===== src/verilog/source_select_regs.vh =====
// Constants of the command source selector: register map, field codes and reset values
`ifndef SOURCE_SELECT_REGS_VH
`define SOURCE_SELECT_REGS_VH

// ****************************************
// Register byte offsets
// ****************************************
`define OFS_SERIAL_SEL   4'h0
`define OFS_FIELDBUS_SEL 4'h4
`define OFS_LOCAL_CFG    4'h8
`define OFS_STATUS       4'hC

// ****************************************
// Code limits and reset values
// ****************************************
`define SERIAL_CODE_MAX   4'h8
`define FIELDBUS_CODE_MAX 2'h3
`define SERIAL_CODE_RST   4'h0
`define FIELDBUS_CODE_RST 2'h0
`define LOCAL_CFG_RST     8'h00

// Local configuration register fields
`define CFG_FREQ_LSB    0
`define CFG_FREQ_MSB    1
`define CFG_RUN_BIT     2
`define CFG_LE_ASSIGNED 3

// Source selection codes
`define SRC_LOCAL    2'h0
`define SRC_PORT1    2'h1
`define SRC_PORT2    2'h2
`define SRC_FIELDBUS 2'h3

// Local frequency choice codes
`define LFREQ_PRIMARY 2'h0
`define LFREQ_ALT     2'h1
`define LFREQ_MULTI   2'h2

// Widths
`define FREQ_W 16
`define RUN_W  9

// Written byte fields: only byte lane 0 carries a code
`define WR_LANE          0
`define WR_BYTE_MSB      7
`define WR_SERIAL_MSB    3
`define WR_SERIAL_UP_LSB 4
`define WR_FB_MSB        1
`define WR_FB_UP_LSB     2

// Fieldbus code bits, one per command type
`define FB_FREQ_BIT 0
`define FB_RUN_BIT  1

// Run word fields
`define RUN_FWD_BIT 0
`define RUN_REV_BIT 1
`define RUN_GEN_LSB 2
`define RUN_GEN_MSB 8

// Reset values of the command outputs
`define FREQ_CMD_RST 16'h0000
`define GEN_CMD_RST  7'h00

`endif

===== src/verilog/command_source_selector.v =====
// Command source selector: picks frequency and run command sources for the drive core
// Functional notes
// - Serial code 0..8 picks freq/run serial sources
// - Fieldbus code 0..3 overrides freq/run sources
// - Serial code for ports, fieldbus code for fieldbus
// - Active link enable applies both codes
// - Inactive link enable forces all-local sources
// - No link-enable assignment means always enabled
// - Run word is forward, reverse, X1..X7 inputs
// - Only one run source active at once
// - Local frequency from primary, alternate or multistep
// - Local run from keypad or terminals
//
// Design decisions made here: the address map and register access over Wishbone.
`timescale 1ns/1ps
`include "source_select_regs.vh"

module command_source_selector (
   input wire clock,                       // System clock, 25 MHz
   input wire arst_n,                      // Asynchronous reset, active low
   // Wishbone slave
   input wire wb_cyc_i,                    // Bus cycle
   input wire wb_stb_i,                    // Strobe
   input wire wb_we_i,                     // Write enable
   input wire [3:0] wb_adr_i,              // Byte address
   input wire [3:0] wb_sel_i,              // Byte selects
   input wire [31:0] wb_dat_i,             // Write data
   output reg [31:0] wb_dat_o,             // Read data
   output reg wb_ack_o,                    // Acknowledge
   // Link enable terminal
   input wire link_enable_input,           // Link enable level, high = on
   // Frequency sources
   input wire [15:0] local_freq_primary,   // Primary local frequency
   input wire [15:0] local_freq_alt,       // Alternate local frequency
   input wire [15:0] multistep_freq,       // Multistep frequency
   input wire [15:0] port1_freq,           // Port 1 frequency
   input wire [15:0] port2_freq,           // Port 2 frequency
   input wire [15:0] fieldbus_freq,        // Fieldbus frequency
   // Run sources: bit0 fwd, bit1 rev, bits 8:2 general inputs
   input wire [8:0] keypad_run,            // Keypad run word
   input wire [8:0] terminal_run,          // Terminal run word
   input wire [8:0] port1_run,             // Port 1 run word
   input wire [8:0] port2_run,             // Port 2 run word
   input wire [8:0] fieldbus_run,          // Fieldbus run word
   // To drive core
   output reg [15:0] freq_cmd,             // Selected frequency
   output reg forward_run_cmd,             // Forward run
   output reg reverse_run_cmd,             // Reverse run
   output reg [6:0] general_input_cmd,     // General inputs X1..X7
   output reg [1:0] freq_src_out,          // Active frequency source
   output reg [1:0] run_src_out            // Active run source
);

   // ****************************************
   // Register map
   // ****************************************
   // 0x0 serial-link code: four bits, codes 0 to 8
   // 0x4 fieldbus code: two bits, codes 0 to 3
   // 0x8 local setup, any byte accepted:
   //     [1:0] local frequency: primary, alternate, multistep, primary
   //     [2] run from keypad when set, from terminals when clear
   //     [3] link-enable terminal assigned; clear means always on
   // 0xC status, read only:
   //     [1:0] frequency source, [3:2] run source
   //     [4] link active, [5] last code write refused
   // Unmapped offsets read zero and drop writes, yet still ack
   // Only byte lane 0 carries data; a write without it is dropped
   // Code registers reset to zero: all local, fieldbus unused
   // Setup resets to zero: primary frequency, terminals, always on
   // Status shows the routing in force, not the one just written

   // ****************************************
   // Timing
   // ****************************************
   // Requests are taken at the edge that sees strobe with ack low
   // Ack and read data follow one edge later; ack lasts one cycle
   // A code write, or a setup write to bits 2:0, reaches the outputs two edges later; bit 3 passes the link flop and takes three
   // The terminal passes one flop first, so it also takes two edges
   // A new word from the chosen source shows one edge later
   // The terminal is sampled once per clock; shorter pulses are lost
   // Fieldbus bits override the serial table per command type
   // With the link off, both commands come from the local sources,
   // even while the fieldbus code asks for the fieldbus
   // A refused code keeps the old routing and sets the status flag
   // No long counts or timers; every path is one to three flops

   // ****************************************
   // Register file
   // ****************************************
   reg [3:0] serial_source_select_reg;
   reg [1:0] fieldbus_source_select_reg;
   reg [7:0] local_cfg_reg;
   reg reject_flag_reg;
   reg link_active_reg;

   // Decoded request and write fields
   wire bus_req;
   wire bus_wr;
   wire [7:0] wr_byte;
   wire [3:0] serial_wr_val;
   wire [3:0] serial_wr_upper;
   wire [1:0] fieldbus_wr_val;
   wire [5:0] fieldbus_wr_upper;
   wire serial_bad;
   wire fieldbus_bad;
   wire serial_wr;
   wire fieldbus_wr;
   wire cfg_wr;

   // A request counts once; the ack that answers it masks the held strobe
   assign bus_req = wb_cyc_i & wb_stb_i & ~wb_ack_o;
   assign bus_wr = bus_req & wb_we_i & wb_sel_i[`WR_LANE];

   // Fields of the written byte
   assign wr_byte = wb_dat_i[`WR_BYTE_MSB:0];
   assign serial_wr_val = wr_byte[`WR_SERIAL_MSB:0];
   assign serial_wr_upper = wr_byte[`WR_BYTE_MSB:`WR_SERIAL_UP_LSB];
   assign fieldbus_wr_val = wr_byte[`WR_FB_MSB:0];
   assign fieldbus_wr_upper = wr_byte[`WR_BYTE_MSB:`WR_FB_UP_LSB];

   // Any upper data bit set makes the code out of range
   assign serial_bad = (serial_wr_upper != 4'h0) || (serial_wr_val > `SERIAL_CODE_MAX);
   assign fieldbus_bad = (fieldbus_wr_upper != 6'h00);

   // Write strobes of the three writable registers
   assign serial_wr = bus_wr && (wb_adr_i == `OFS_SERIAL_SEL);
   assign fieldbus_wr = bus_wr && (wb_adr_i == `OFS_FIELDBUS_SEL);
   assign cfg_wr = bus_wr && (wb_adr_i == `OFS_LOCAL_CFG);

   // Ack one cycle after the strobe, dropped the cycle after
   // The held strobe is masked while ack is high, so one request is one ack
   always @(posedge clock or negedge arst_n) begin
      if (!arst_n) begin
         wb_ack_o <= 1'b0;
      end else begin
         wb_ack_o <= bus_req;
      end
   end

   // Serial code; a refused value leaves the routing as it was
   always @(posedge clock or negedge arst_n) begin
      if (!arst_n) begin
         serial_source_select_reg <= `SERIAL_CODE_RST;
      end else if (serial_wr && !serial_bad) begin
         serial_source_select_reg <= serial_wr_val;
      end
   end

   // Fieldbus code, refused in the same way as the serial code
   always @(posedge clock or negedge arst_n) begin
      if (!arst_n) begin
         fieldbus_source_select_reg <= `FIELDBUS_CODE_RST;
      end else if (fieldbus_wr && !fieldbus_bad) begin
         fieldbus_source_select_reg <= fieldbus_wr_val;
      end
   end

   // Local setup takes any byte; bits 7:4 are stored but drive nothing
   always @(posedge clock or negedge arst_n) begin
      if (!arst_n) begin
         local_cfg_reg <= `LOCAL_CFG_RST;
      end else if (cfg_wr) begin
         local_cfg_reg <= wr_byte;
      end
   end

   // Refusal flag: set by a bad code write, cleared by a good one
   always @(posedge clock or negedge arst_n) begin
      if (!arst_n) begin
         reject_flag_reg <= 1'b0;
      end else if (serial_wr) begin
         reject_flag_reg <= serial_bad;
      end else if (fieldbus_wr) begin
         reject_flag_reg <= fieldbus_bad;
      end
   end

   wire [1:0] local_freq_choice;
   wire keypad_selected;
   wire terminal_assigned;

   // Fields of the local setup
   assign local_freq_choice = local_cfg_reg[`CFG_FREQ_MSB:`CFG_FREQ_LSB];
   assign keypad_selected = local_cfg_reg[`CFG_RUN_BIT];
   assign terminal_assigned = local_cfg_reg[`CFG_LE_ASSIGNED];

   // ****************************************
   // Read path
   // ****************************************
   reg [31:0] rd_next;
   wire [31:0] status_word;

   // Status fields: refusal, link, run source, frequency source
   assign status_word = {26'h0000000, reject_flag_reg, link_active_reg,
                         run_src_out, freq_src_out};

   // Unmapped addresses read zero and still get an ack
   always @* begin
      case (wb_adr_i)
         `OFS_SERIAL_SEL: rd_next = {28'h0000000, serial_source_select_reg};
         `OFS_FIELDBUS_SEL: rd_next = {30'h00000000, fieldbus_source_select_reg};
         `OFS_LOCAL_CFG: rd_next = {24'h000000, local_cfg_reg};
         `OFS_STATUS: rd_next = status_word;
         default: rd_next = 32'h00000000;
      endcase
   end

   // Read data is loaded only on a read, so it stands until the next one
   always @(posedge clock or negedge arst_n) begin
      if (!arst_n) begin
         wb_dat_o <= 32'h00000000;
      end else if (bus_req && !wb_we_i) begin
         wb_dat_o <= rd_next;
      end
   end

   // ****************************************
   // Link enable
   // ****************************************
   wire link_active_next;

   // Unassigned terminal counts as permanently on
   assign link_active_next = ~terminal_assigned | link_enable_input;

   always @(posedge clock or negedge arst_n) begin
      if (!arst_n) begin
         link_active_reg <= 1'b0;
      end else begin
         link_active_reg <= link_active_next;
      end
   end

   // ****************************************
   // Source decode
   // ****************************************
   wire [1:0] serial_freq_src;
   wire [1:0] serial_run_src;
   reg [1:0] freq_src_next;
   reg [1:0] run_src_next;
   wire fieldbus_takes_freq;
   wire fieldbus_takes_run;

   // One bit of the fieldbus code for each command type
   assign fieldbus_takes_freq = fieldbus_source_select_reg[`FB_FREQ_BIT];
   assign fieldbus_takes_run = fieldbus_source_select_reg[`FB_RUN_BIT];

   serial_code_decode u_serial_decode (
      .code(serial_source_select_reg),
      .freq_src(serial_freq_src),
      .run_src(serial_run_src)
   );

   // Fieldbus code only overrides; serial code only names the ports
   // Link gate last, so an inactive terminal beats both codes
   always @* begin
      freq_src_next = serial_freq_src;
      run_src_next = serial_run_src;
      if (fieldbus_takes_freq) begin
         freq_src_next = `SRC_FIELDBUS;
      end
      if (fieldbus_takes_run) begin
         run_src_next = `SRC_FIELDBUS;
      end
      if (!link_active_reg) begin
         freq_src_next = `SRC_LOCAL;
         run_src_next = `SRC_LOCAL;
      end
   end

   // ****************************************
   // Local sources
   // ****************************************
   reg [15:0] local_freq;
   wire [8:0] local_run;

   // Multistep selection takes the place of the configured channel
   // Choice 3 is unused and falls back to the primary channel
   always @* begin
      case (local_freq_choice)
         `LFREQ_PRIMARY: local_freq = local_freq_primary;
         `LFREQ_ALT: local_freq = local_freq_alt;
         `LFREQ_MULTI: local_freq = multistep_freq;
         default: local_freq = local_freq_primary;
      endcase
   end

   assign local_run = keypad_selected ? keypad_run : terminal_run;

   // ****************************************
   // Output selection
   // ****************************************
   wire [15:0] freq_sel;
   wire [8:0] run_sel;
   wire run_fwd_sel;
   wire run_rev_sel;
   wire [6:0] run_gen_sel;

   source_mux #(.W(`FREQ_W)) u_freq_mux (
      .sel(freq_src_next),
      .in0(local_freq),
      .in1(port1_freq),
      .in2(port2_freq),
      .in3(fieldbus_freq),
      .out(freq_sel)
   );

   // Whole run word from one source, so local fwd/rev never mixes with link inputs
   source_mux #(.W(`RUN_W)) u_run_mux (
      .sel(run_src_next),
      .in0(local_run),
      .in1(port1_run),
      .in2(port2_run),
      .in3(fieldbus_run),
      .out(run_sel)
   );

   // Split the chosen run word into its terminals, all from one source
   assign run_fwd_sel = run_sel[`RUN_FWD_BIT];
   assign run_rev_sel = run_sel[`RUN_REV_BIT];
   assign run_gen_sel = run_sel[`RUN_GEN_MSB:`RUN_GEN_LSB];

   // Registered so a source change lands cleanly on one edge
   // Reset value is all local with every run input off
   always @(posedge clock or negedge arst_n) begin
      if (!arst_n) begin
         freq_cmd <= `FREQ_CMD_RST;
         forward_run_cmd <= 1'b0;
         reverse_run_cmd <= 1'b0;
         general_input_cmd <= `GEN_CMD_RST;
         freq_src_out <= `SRC_LOCAL;
         run_src_out <= `SRC_LOCAL;
      end else begin
         freq_cmd <= freq_sel;
         forward_run_cmd <= run_fwd_sel;
         reverse_run_cmd <= run_rev_sel;
         general_input_cmd <= run_gen_sel;
         freq_src_out <= freq_src_next;
         run_src_out <= run_src_next;
      end
   end

endmodule


===== src/verilog/serial_code_decode.v =====
// Decoder of the serial-link source code into frequency and run sources
`timescale 1ns/1ps
`include "source_select_regs.vh"

module serial_code_decode (
   input wire [3:0] code,      // Serial-link source code
   output reg [1:0] freq_src,  // Frequency source
   output reg [1:0] run_src    // Run source
);

   // ****************************************
   // Table decode
   // ****************************************
   // Out-of-range codes never reach here; default keeps everything local
   always @* begin
      case (code)
         4'h0: begin freq_src = `SRC_LOCAL; run_src = `SRC_LOCAL; end
         4'h1: begin freq_src = `SRC_PORT1; run_src = `SRC_LOCAL; end
         4'h2: begin freq_src = `SRC_LOCAL; run_src = `SRC_PORT1; end
         4'h3: begin freq_src = `SRC_PORT1; run_src = `SRC_PORT1; end
         4'h4: begin freq_src = `SRC_PORT2; run_src = `SRC_LOCAL; end
         4'h5: begin freq_src = `SRC_PORT2; run_src = `SRC_PORT1; end
         4'h6: begin freq_src = `SRC_LOCAL; run_src = `SRC_PORT2; end
         4'h7: begin freq_src = `SRC_PORT1; run_src = `SRC_PORT2; end
         4'h8: begin freq_src = `SRC_PORT2; run_src = `SRC_PORT2; end
         default: begin
            freq_src = `SRC_LOCAL;
            run_src = `SRC_LOCAL;
         end
      endcase
   end

endmodule


===== src/verilog/source_mux.v =====
// Four-way multiplexer choosing one command word by source code
`timescale 1ns/1ps

module source_mux #(
   parameter W = 16
) (
   input wire [1:0] sel,       // Source code
   input wire [W-1:0] in0,     // Local
   input wire [W-1:0] in1,     // Port 1
   input wire [W-1:0] in2,     // Port 2
   input wire [W-1:0] in3,     // Fieldbus
   output reg [W-1:0] out      // Chosen word
);

   // Plain selection; the caller registers the result
   always @* begin
      case (sel)
         2'h0: out = in0;
         2'h1: out = in1;
         2'h2: out = in2;
         default: out = in3;
      endcase
   end

endmodule


===== config.mk =====
export PLATFORM = sky130hd
export DESIGN_NAME = command_source_selector
export DESIGN_NICKNAME = d
export VERILOG_FILES = /design/src/verilog/command_source_selector.v /design/src/verilog/serial_code_decode.v /design/src/verilog/source_mux.v
export VERILOG_INCLUDE_DIRS = /design/src /design/src/verilog
export SDC_FILE = /design/constraint.sdc
export NUM_CORES = 1
export LEC_CHECK = 0
export ABC_AREA = 1
export BUFFER_PORTS_ARGS = -buffer_cell sky130_fd_sc_hd__buf_2
export CAP_MARGIN = 25
export CORE_MARGIN = 10
export CORE_UTILIZATION = 43
export DETAILED_ROUTE_END_ITERATION = 7
export PLACE_DENSITY = 0.82
export SLEW_MARGIN = 20
export SYNTH_ARGS = -nofsm -noshare
export SYNTH_HDL_FRONTEND = slang
export SYNTH_SLANG_ARGS = --single-unit

===== constraint.sdc =====
create_clock -name clock -period 1.7 [get_ports clock]
set_input_delay 0.085 -clock clock [delete_from_list [all_inputs] [get_ports clock]]
set_output_delay 0.085 -clock clock [all_outputs]
set_load 0.02 [all_outputs]

== Word-level counts from Yosys, hierarchy flattened ==
Memories as Yosys holds them, arrays and structs flattened.
Index checks and enable logic that the tools add are counted.

* Bits in registers: 78
* ROM bits: 64
* Input port bits: 187
* Memories: 1

{| class="wikitable"
|+ Memories
! memory !! words !! width !! rd ports !! clocked after memory_dff !! wr ports !! RTL line !! RTL
|-
| (no name shown) || 16 || 4 || 1 || 0 || 0 || serial_code_decode.v:16 || <nowiki>case (code)</nowiki>
|}

* $lt $le $gt $ge: 1
* Eq/ne operators: 9
* Multiplexer cells: 11
* Bitwise operators: 7
* Reduce and logical (&&, ||, !) cells: 16

{| class="wikitable"
|+ Operator list
! operator !! count
|-
| 16-bit case mux with 3 select lines || 1
|-
| 16-bit case mux with 2 select lines || 1
|-
| 8-bit case mux with 4 select lines || 1
|-
| 9-bit case mux with 3 select lines || 1
|-
| 9-bit 2-to-1 mux || 1
|-
| 4-bit == test, second input constant || 2
|-
| 2-bit 2-to-1 mux || 4
|-
| 2-bit by 1-bit == test with 1-bit output, second input constant || 3
|-
| 2-bit == test, second input constant || 3
|-
| 1-bit logical AND || 6
|-
| 6-bit nonzero test || 1
|-
| 1-bit bitwise AND || 4
|-
| 4-bit by 3-bit == test with 1-bit output, second input constant || 1
|-
| 4-bit > comparator, second input constant || 1
|-
| 2-bit zero test || 2
|-
| 4-bit zero test || 1
|-
| 4-bit nonzero test || 1
|-
| 1-bit zero test || 3
|-
| 1-bit 2-to-1 mux || 2
|-
| 1-bit inverter || 2
|-
| 2-bit nonzero test || 1
|-
| 1-bit logical OR || 1
|-
| 1-bit OR || 1
|}

== Depth between registers and ports, before layout ==
* Word-level depth: 7
* Depth in mapped cells: 10

== Cells and area by module ==
From an unflattened synthesis, not the netlist that was laid out.

* Cell total of the unflattened synthesis: 465
* Area, all modules: 3488.3 µm²

{| class="wikitable"
|+ Modules (own cells, without submodules)
! module !! times used !! cells an instance !! area each (µm²) !! sequential area each (µm²)
|-
| command_source_selector || 1 || 304 || 2617.5 || 1351.3
|-
| source_mux at u_freq_mux || 1 || 94 || 524.3 || 0.0
|-
| source_mux at u_run_mux || 1 || 52 || 285.3 || 0.0
|-
| serial_code_decode || 1 || 15 || 61.3 || 0.0
|}

== Least setup slack after synthesis ==
OpenSTA, ideal clock, no wires.

* Path type: register to register
* Start: register local_cfg_reg[0]
* End: register freq_cmd[10]
* Setup time: 70 ps
* Arrival time: 1416 ps
* Setup slack: 214 ps
* Stages on the path, launching flop included: 10
* Path through: dfrtp_1 inv_1 ha_1 buf_2 inv_1 buf_2 nand2_1 nand2_1 nand3_2 nand4_2

* Word-level cells in the longest chain between the ends: 3
* Elaborated cells on any way between the ends: 4
* Classes of those cells: eq/ne: 2; mux: 2

{| class="wikitable"
|+ Ends and longest elaborated chain
! element !! RTL line !! RTL
|-
| start: declaration || command_source_selector.v:92 || <nowiki>reg [7:0] local_cfg_reg;</nowiki>
|-
| start signal: assignment || command_source_selector.v:161 || <nowiki>local_cfg_reg <= `LOCAL_CFG_RST;</nowiki>
|-
| start signal: assignment || command_source_selector.v:163 || <nowiki>local_cfg_reg <= wr_byte;</nowiki>
|-
| 2-bit == test or 2-bit by 1-bit == test with 1-bit output (tied branches) || command_source_selector.v:279 || <nowiki>case (local_freq_choice)</nowiki>
|-
| 16-bit case mux with 2 select lines (*) || command_source_selector.v:279 ||
|-
| 16-bit case mux with 3 select lines (*) || source_mux.v:17 || <nowiki>case (sel)</nowiki>
|-
| net freq_sel[10] || command_source_selector.v:292 || <nowiki>wire [15:0] freq_sel;</nowiki>
|-
| end signal: assignment || command_source_selector.v:326 || <nowiki>freq_cmd <= `FREQ_CMD_RST;</nowiki>
|-
| end signal: assignment || command_source_selector.v:333 || <nowiki>freq_cmd <= freq_sel;</nowiki>
|-
| end: declaration || command_source_selector.v:46 || <nowiki>output reg [15:0] freq_cmd,</nowiki>
|}

Mark *: on every way through the listed nets, which the timed path passes. The rest lies on a longest branch.
A chain may end at the register's enable or synchronous reset.

== Worst setup path after layout ==
* Start: register serial_source_select_reg[2]
* End: register forward_run_cmd

* Word-level cells in the longest chain between the ends: 5
* Elaborated cells on any way between the ends: 7
* Classes of those cells: eq/ne: 2; mux: 3; reduce/logical: 1; memory: 1

{| class="wikitable"
|+ Ends and longest elaborated chain
! element !! RTL line !! RTL
|-
| start: declaration || command_source_selector.v:90 || <nowiki>reg [3:0] serial_source_select_reg;</nowiki>
|-
| start signal: assignment || command_source_selector.v:143 || <nowiki>serial_source_select_reg <= `SERIAL_CODE_RST;</nowiki>
|-
| start signal: assignment || command_source_selector.v:145 || <nowiki>serial_source_select_reg <= serial_wr_val;</nowiki>
|-
| memory 16 x 4 bit (*) || n/a ||
|-
| 2-bit 2-to-1 mux (*) || command_source_selector.v:261 || <nowiki>if (fieldbus_takes_run) begin</nowiki>
|-
| 2-bit 2-to-1 mux (*) || command_source_selector.v:264 || <nowiki>if (!link_active_reg) begin</nowiki>
|-
| 2-bit == test (tied with other cells) || source_mux.v:17 ||
|-
| 9-bit case mux with 3 select lines (*) || source_mux.v:17 ||
|-
| net run_sel[0] || command_source_selector.v:293 || <nowiki>wire [8:0] run_sel;</nowiki>
|-
| end signal: assignment || command_source_selector.v:334 || <nowiki>forward_run_cmd <= run_fwd_sel;</nowiki>
|-
| end: declaration || command_source_selector.v:47 || <nowiki>output reg forward_run_cmd,</nowiki>
|}

Marked as above.

==> flow_summary.ini <==
[layout]
drive_gt1_share_pct = 40.4
area_growth_syn_to_layout_pct = 32.9
final-instance-count-excl-fill = 799
fillers = 760
layout.nets = 882
largest_reg_flops = 16
fin_area_um2 = 4950
post-route-util_pct = 59.3

[worst_setup_path]
slowest_stage = dfrtp_1
required_ps = 1880
cp.arrival_ps = 1740
slowest_delay_ps = 490
crit_path_start_kind = register
path_cells = nor2_2 > nand2_2 > nand3_1 > nand2_2 > buf_4 > nand3_1 > nand4_1
crit_family = simple AND/OR/NAND/NOR gates
critPathMaxFanout = 8
crit_buf_inv = 1
crit_path_end_kind = register
critPathKind = reg2reg

[timing]
fin_crit_ps = 1560
finalMaxSlewViolations = 0
tns_ps = 0
max_freq_mhz = 641
finalCritPeriodShare_pct = 91.8
hold_violations = 0
rsz0062_at_grt = no
fin_skew_ps = 10.5
worst_slack_ps = 139
finalSetupViolCount = 0
hold-worst-slack_ps = 12.2

[synthesis]
synth_edf_count = 0
yosysTopAreaCellShare_pct = 36.3
syn-cell-area_um2 = 3720
synth.area.top_cells = dfrtp_1 (36%), nand2_1 (18%), nand3_1 (7.8%)
synth_cell_types = 32
synth-async-reset-ratio_pct = 100
yosysSeqAreaShare_pct = 36.3
ys.flop_type = dfrtp_1
yosysMostFrequentCell = nand2_1
syn_inst = 487
synth_top_area_cell = dfrtp_1
synth_seq_cells = 54
yosys_warnings = 0
avgSynthCellArea_um2 = 7.65
synthTopCellsByCount = nand2_1 (178), nand3_1 (58), dfrtp_1 (54), nand4_1 (34), buf_4 (24)

[clock_network]
cts_buffers = 5
cts_setup_buffers = 0
cts_sinks = 54
cts_tree = built
clkTransAtPathRegs_ps = 100
htree_levels = 2
clock_latency_ps = 300
cts-root-buf = clkbuf_8
clockBufferDepth = 2

[die]
start_util_pct = 44.7
core_um2 = 8340
num_rows = 33
die_y_um = 113
die_w_um = 113
dieArea_um2 = 12800
io_pins = 249

[route]
drt-pass1-iter-count = 7
wirelength_um = 13500
avgRoutedWirePerCell_um = 16.9
drt-vias-per-instance = 5.14
antenna_left = 0
drc = 0
vias = 4108
drt_iter0_drc = 267

[pwr]
power.share.clock_pct = 23.2
power_switching_mw = 0.956
p_per_area_nw_per_um2 = 603
comb_power_share_pct = 29.4
p_sw_share_pct = 32.0
p_int_mw = 2.03
p_seq_share_pct = 47.4
ir_drop_mv = 0.304
leakagePower_nw = 2.69
power.total_mw = 2.99

[global_route]
grt_first_pass_wirelength_um = 21100
grtUsageTotal_pct = 20.0
grt_pass1_vias = 4376
grt.overflow.total = 0
grt_max_degree = 55
antenna_found_initial = 1

[placement]
dp.cells = 774
placed_cell_area_um2 = 4690
post-dp-hpwl_um = 11000
globalplace.congestion = 0.946
port_buffers = 197
place_ws_ps = 54.6

[run_status]
status = finished, final reports clean

[hold_path]
min_path_type = in2reg

[job]
drv_cap = 0
worst paths after layout:
check                      slack (ps)                         from              end  depth (start not counted)
min reg2reg                       470                     wb_ack_o         wb_ack_o                          1
max                               140  serial_source_select_reg[2]  forward_run_cmd                          7
min                                10                port2_freq[0]      freq_cmd[0]                          3
max reg2reg                       140  serial_source_select_reg[2]  forward_run_cmd                          7
min in group asynchronous         290                       arst_n      wb_dat_o[4]                          3
max in group asynchronous        1170                       arst_n     freq_cmd[13]                          3
layout make-up:
class                      count  area [um2]  share of cell area, %
inverter                      29         109                   2.20
clock buffer                   5        68.8                   1.39
multi-input combinational    378        2000                   40.4
timing repair buffer         225        1270                   25.7
clock inverter                 2        13.8                  0.278
sequential                    54        1350                   27.3
antenna                        1        2.50                 0.0506
tap                          105         131                   2.65
power by group through the flow:
| stage | Clock [mW] | Combinational, mW | Sequential [mW] |
|---|---|---|---|
| final | 0.692 | 0.878 | 1.42 |
| after CTS | 0.722 | 0.874 | 1.41 |
| after floorplan | 0 | 0.403 | 1.53 |
| after global placement | 0 | 0.821 | 1.44 |
| after global routing | 0.763 | 0.957 | 1.43 |
| after detailed placement | 0 | 0.840 | 1.44 |
worst min-delay path, delay by kind of cell:
kind                   cells  cell delay [ps]
and+or+nand+nor            2              110
buffers and inverters      1               90
metal layers:
layer  part of all wire (%)  up-vias  wire length [um]  GRT usage (%)
met5                      0        -                 0              0
met4                    3.7        0               494           8.71
met3                     10       43              1410           6.66
met2                     48      269              6500           34.4
met1                     38     1826              5120           21.8
li1                       -     1970                 -              -
timing repair:
item	4_1_cts	5_1_grt
setup endpoints to repair	0	25
hold buffers	16	0
gates resized for setup	0	4
hold endpoints to repair	69	0
cells in the final DEF (no fill, tap or decap):
master and n:
buf_2 197, nand2_1 177, nand3_1 58, dfrtp_1 54, nand4_1 34, conb_1 24, inv_1 23, dlygate4sd3_1 16
nand2_2 15, o21ai_1 12, nand3_2 10, nand4_2 10, mux2_2 9, buf_4 9, o21ai_0 6, inv_2 5
clkbuf_8 5, nor2_2 3, nor2_1 3, a21oi_1 3, buf_12 3, nand3_4 2, nand2_4 2, nor2_4 2
nor3_1 2, ha_2 2, diode_2 1, a21oi_4 1, nand2_8 1, nor2_8 1, nor3_2 1, clkinv_1 1
inv_6 1, clkinv_2 1
cells by family (layout without fill, tap and decap cells):
kind of cell	count (synthesis)	after routing	share of synthesized area, %
buffers and inverters	79	261	12.9
adders and majority gates	2	2	0.672
other	1	25	0.101
DFF	54	54	36.3
and+or+nand+nor	320	321	44.1
AOI/OAI and AO/OA	22	22	3.26
muxes	9	9	2.72
Power figures use the tool's default switching activity.
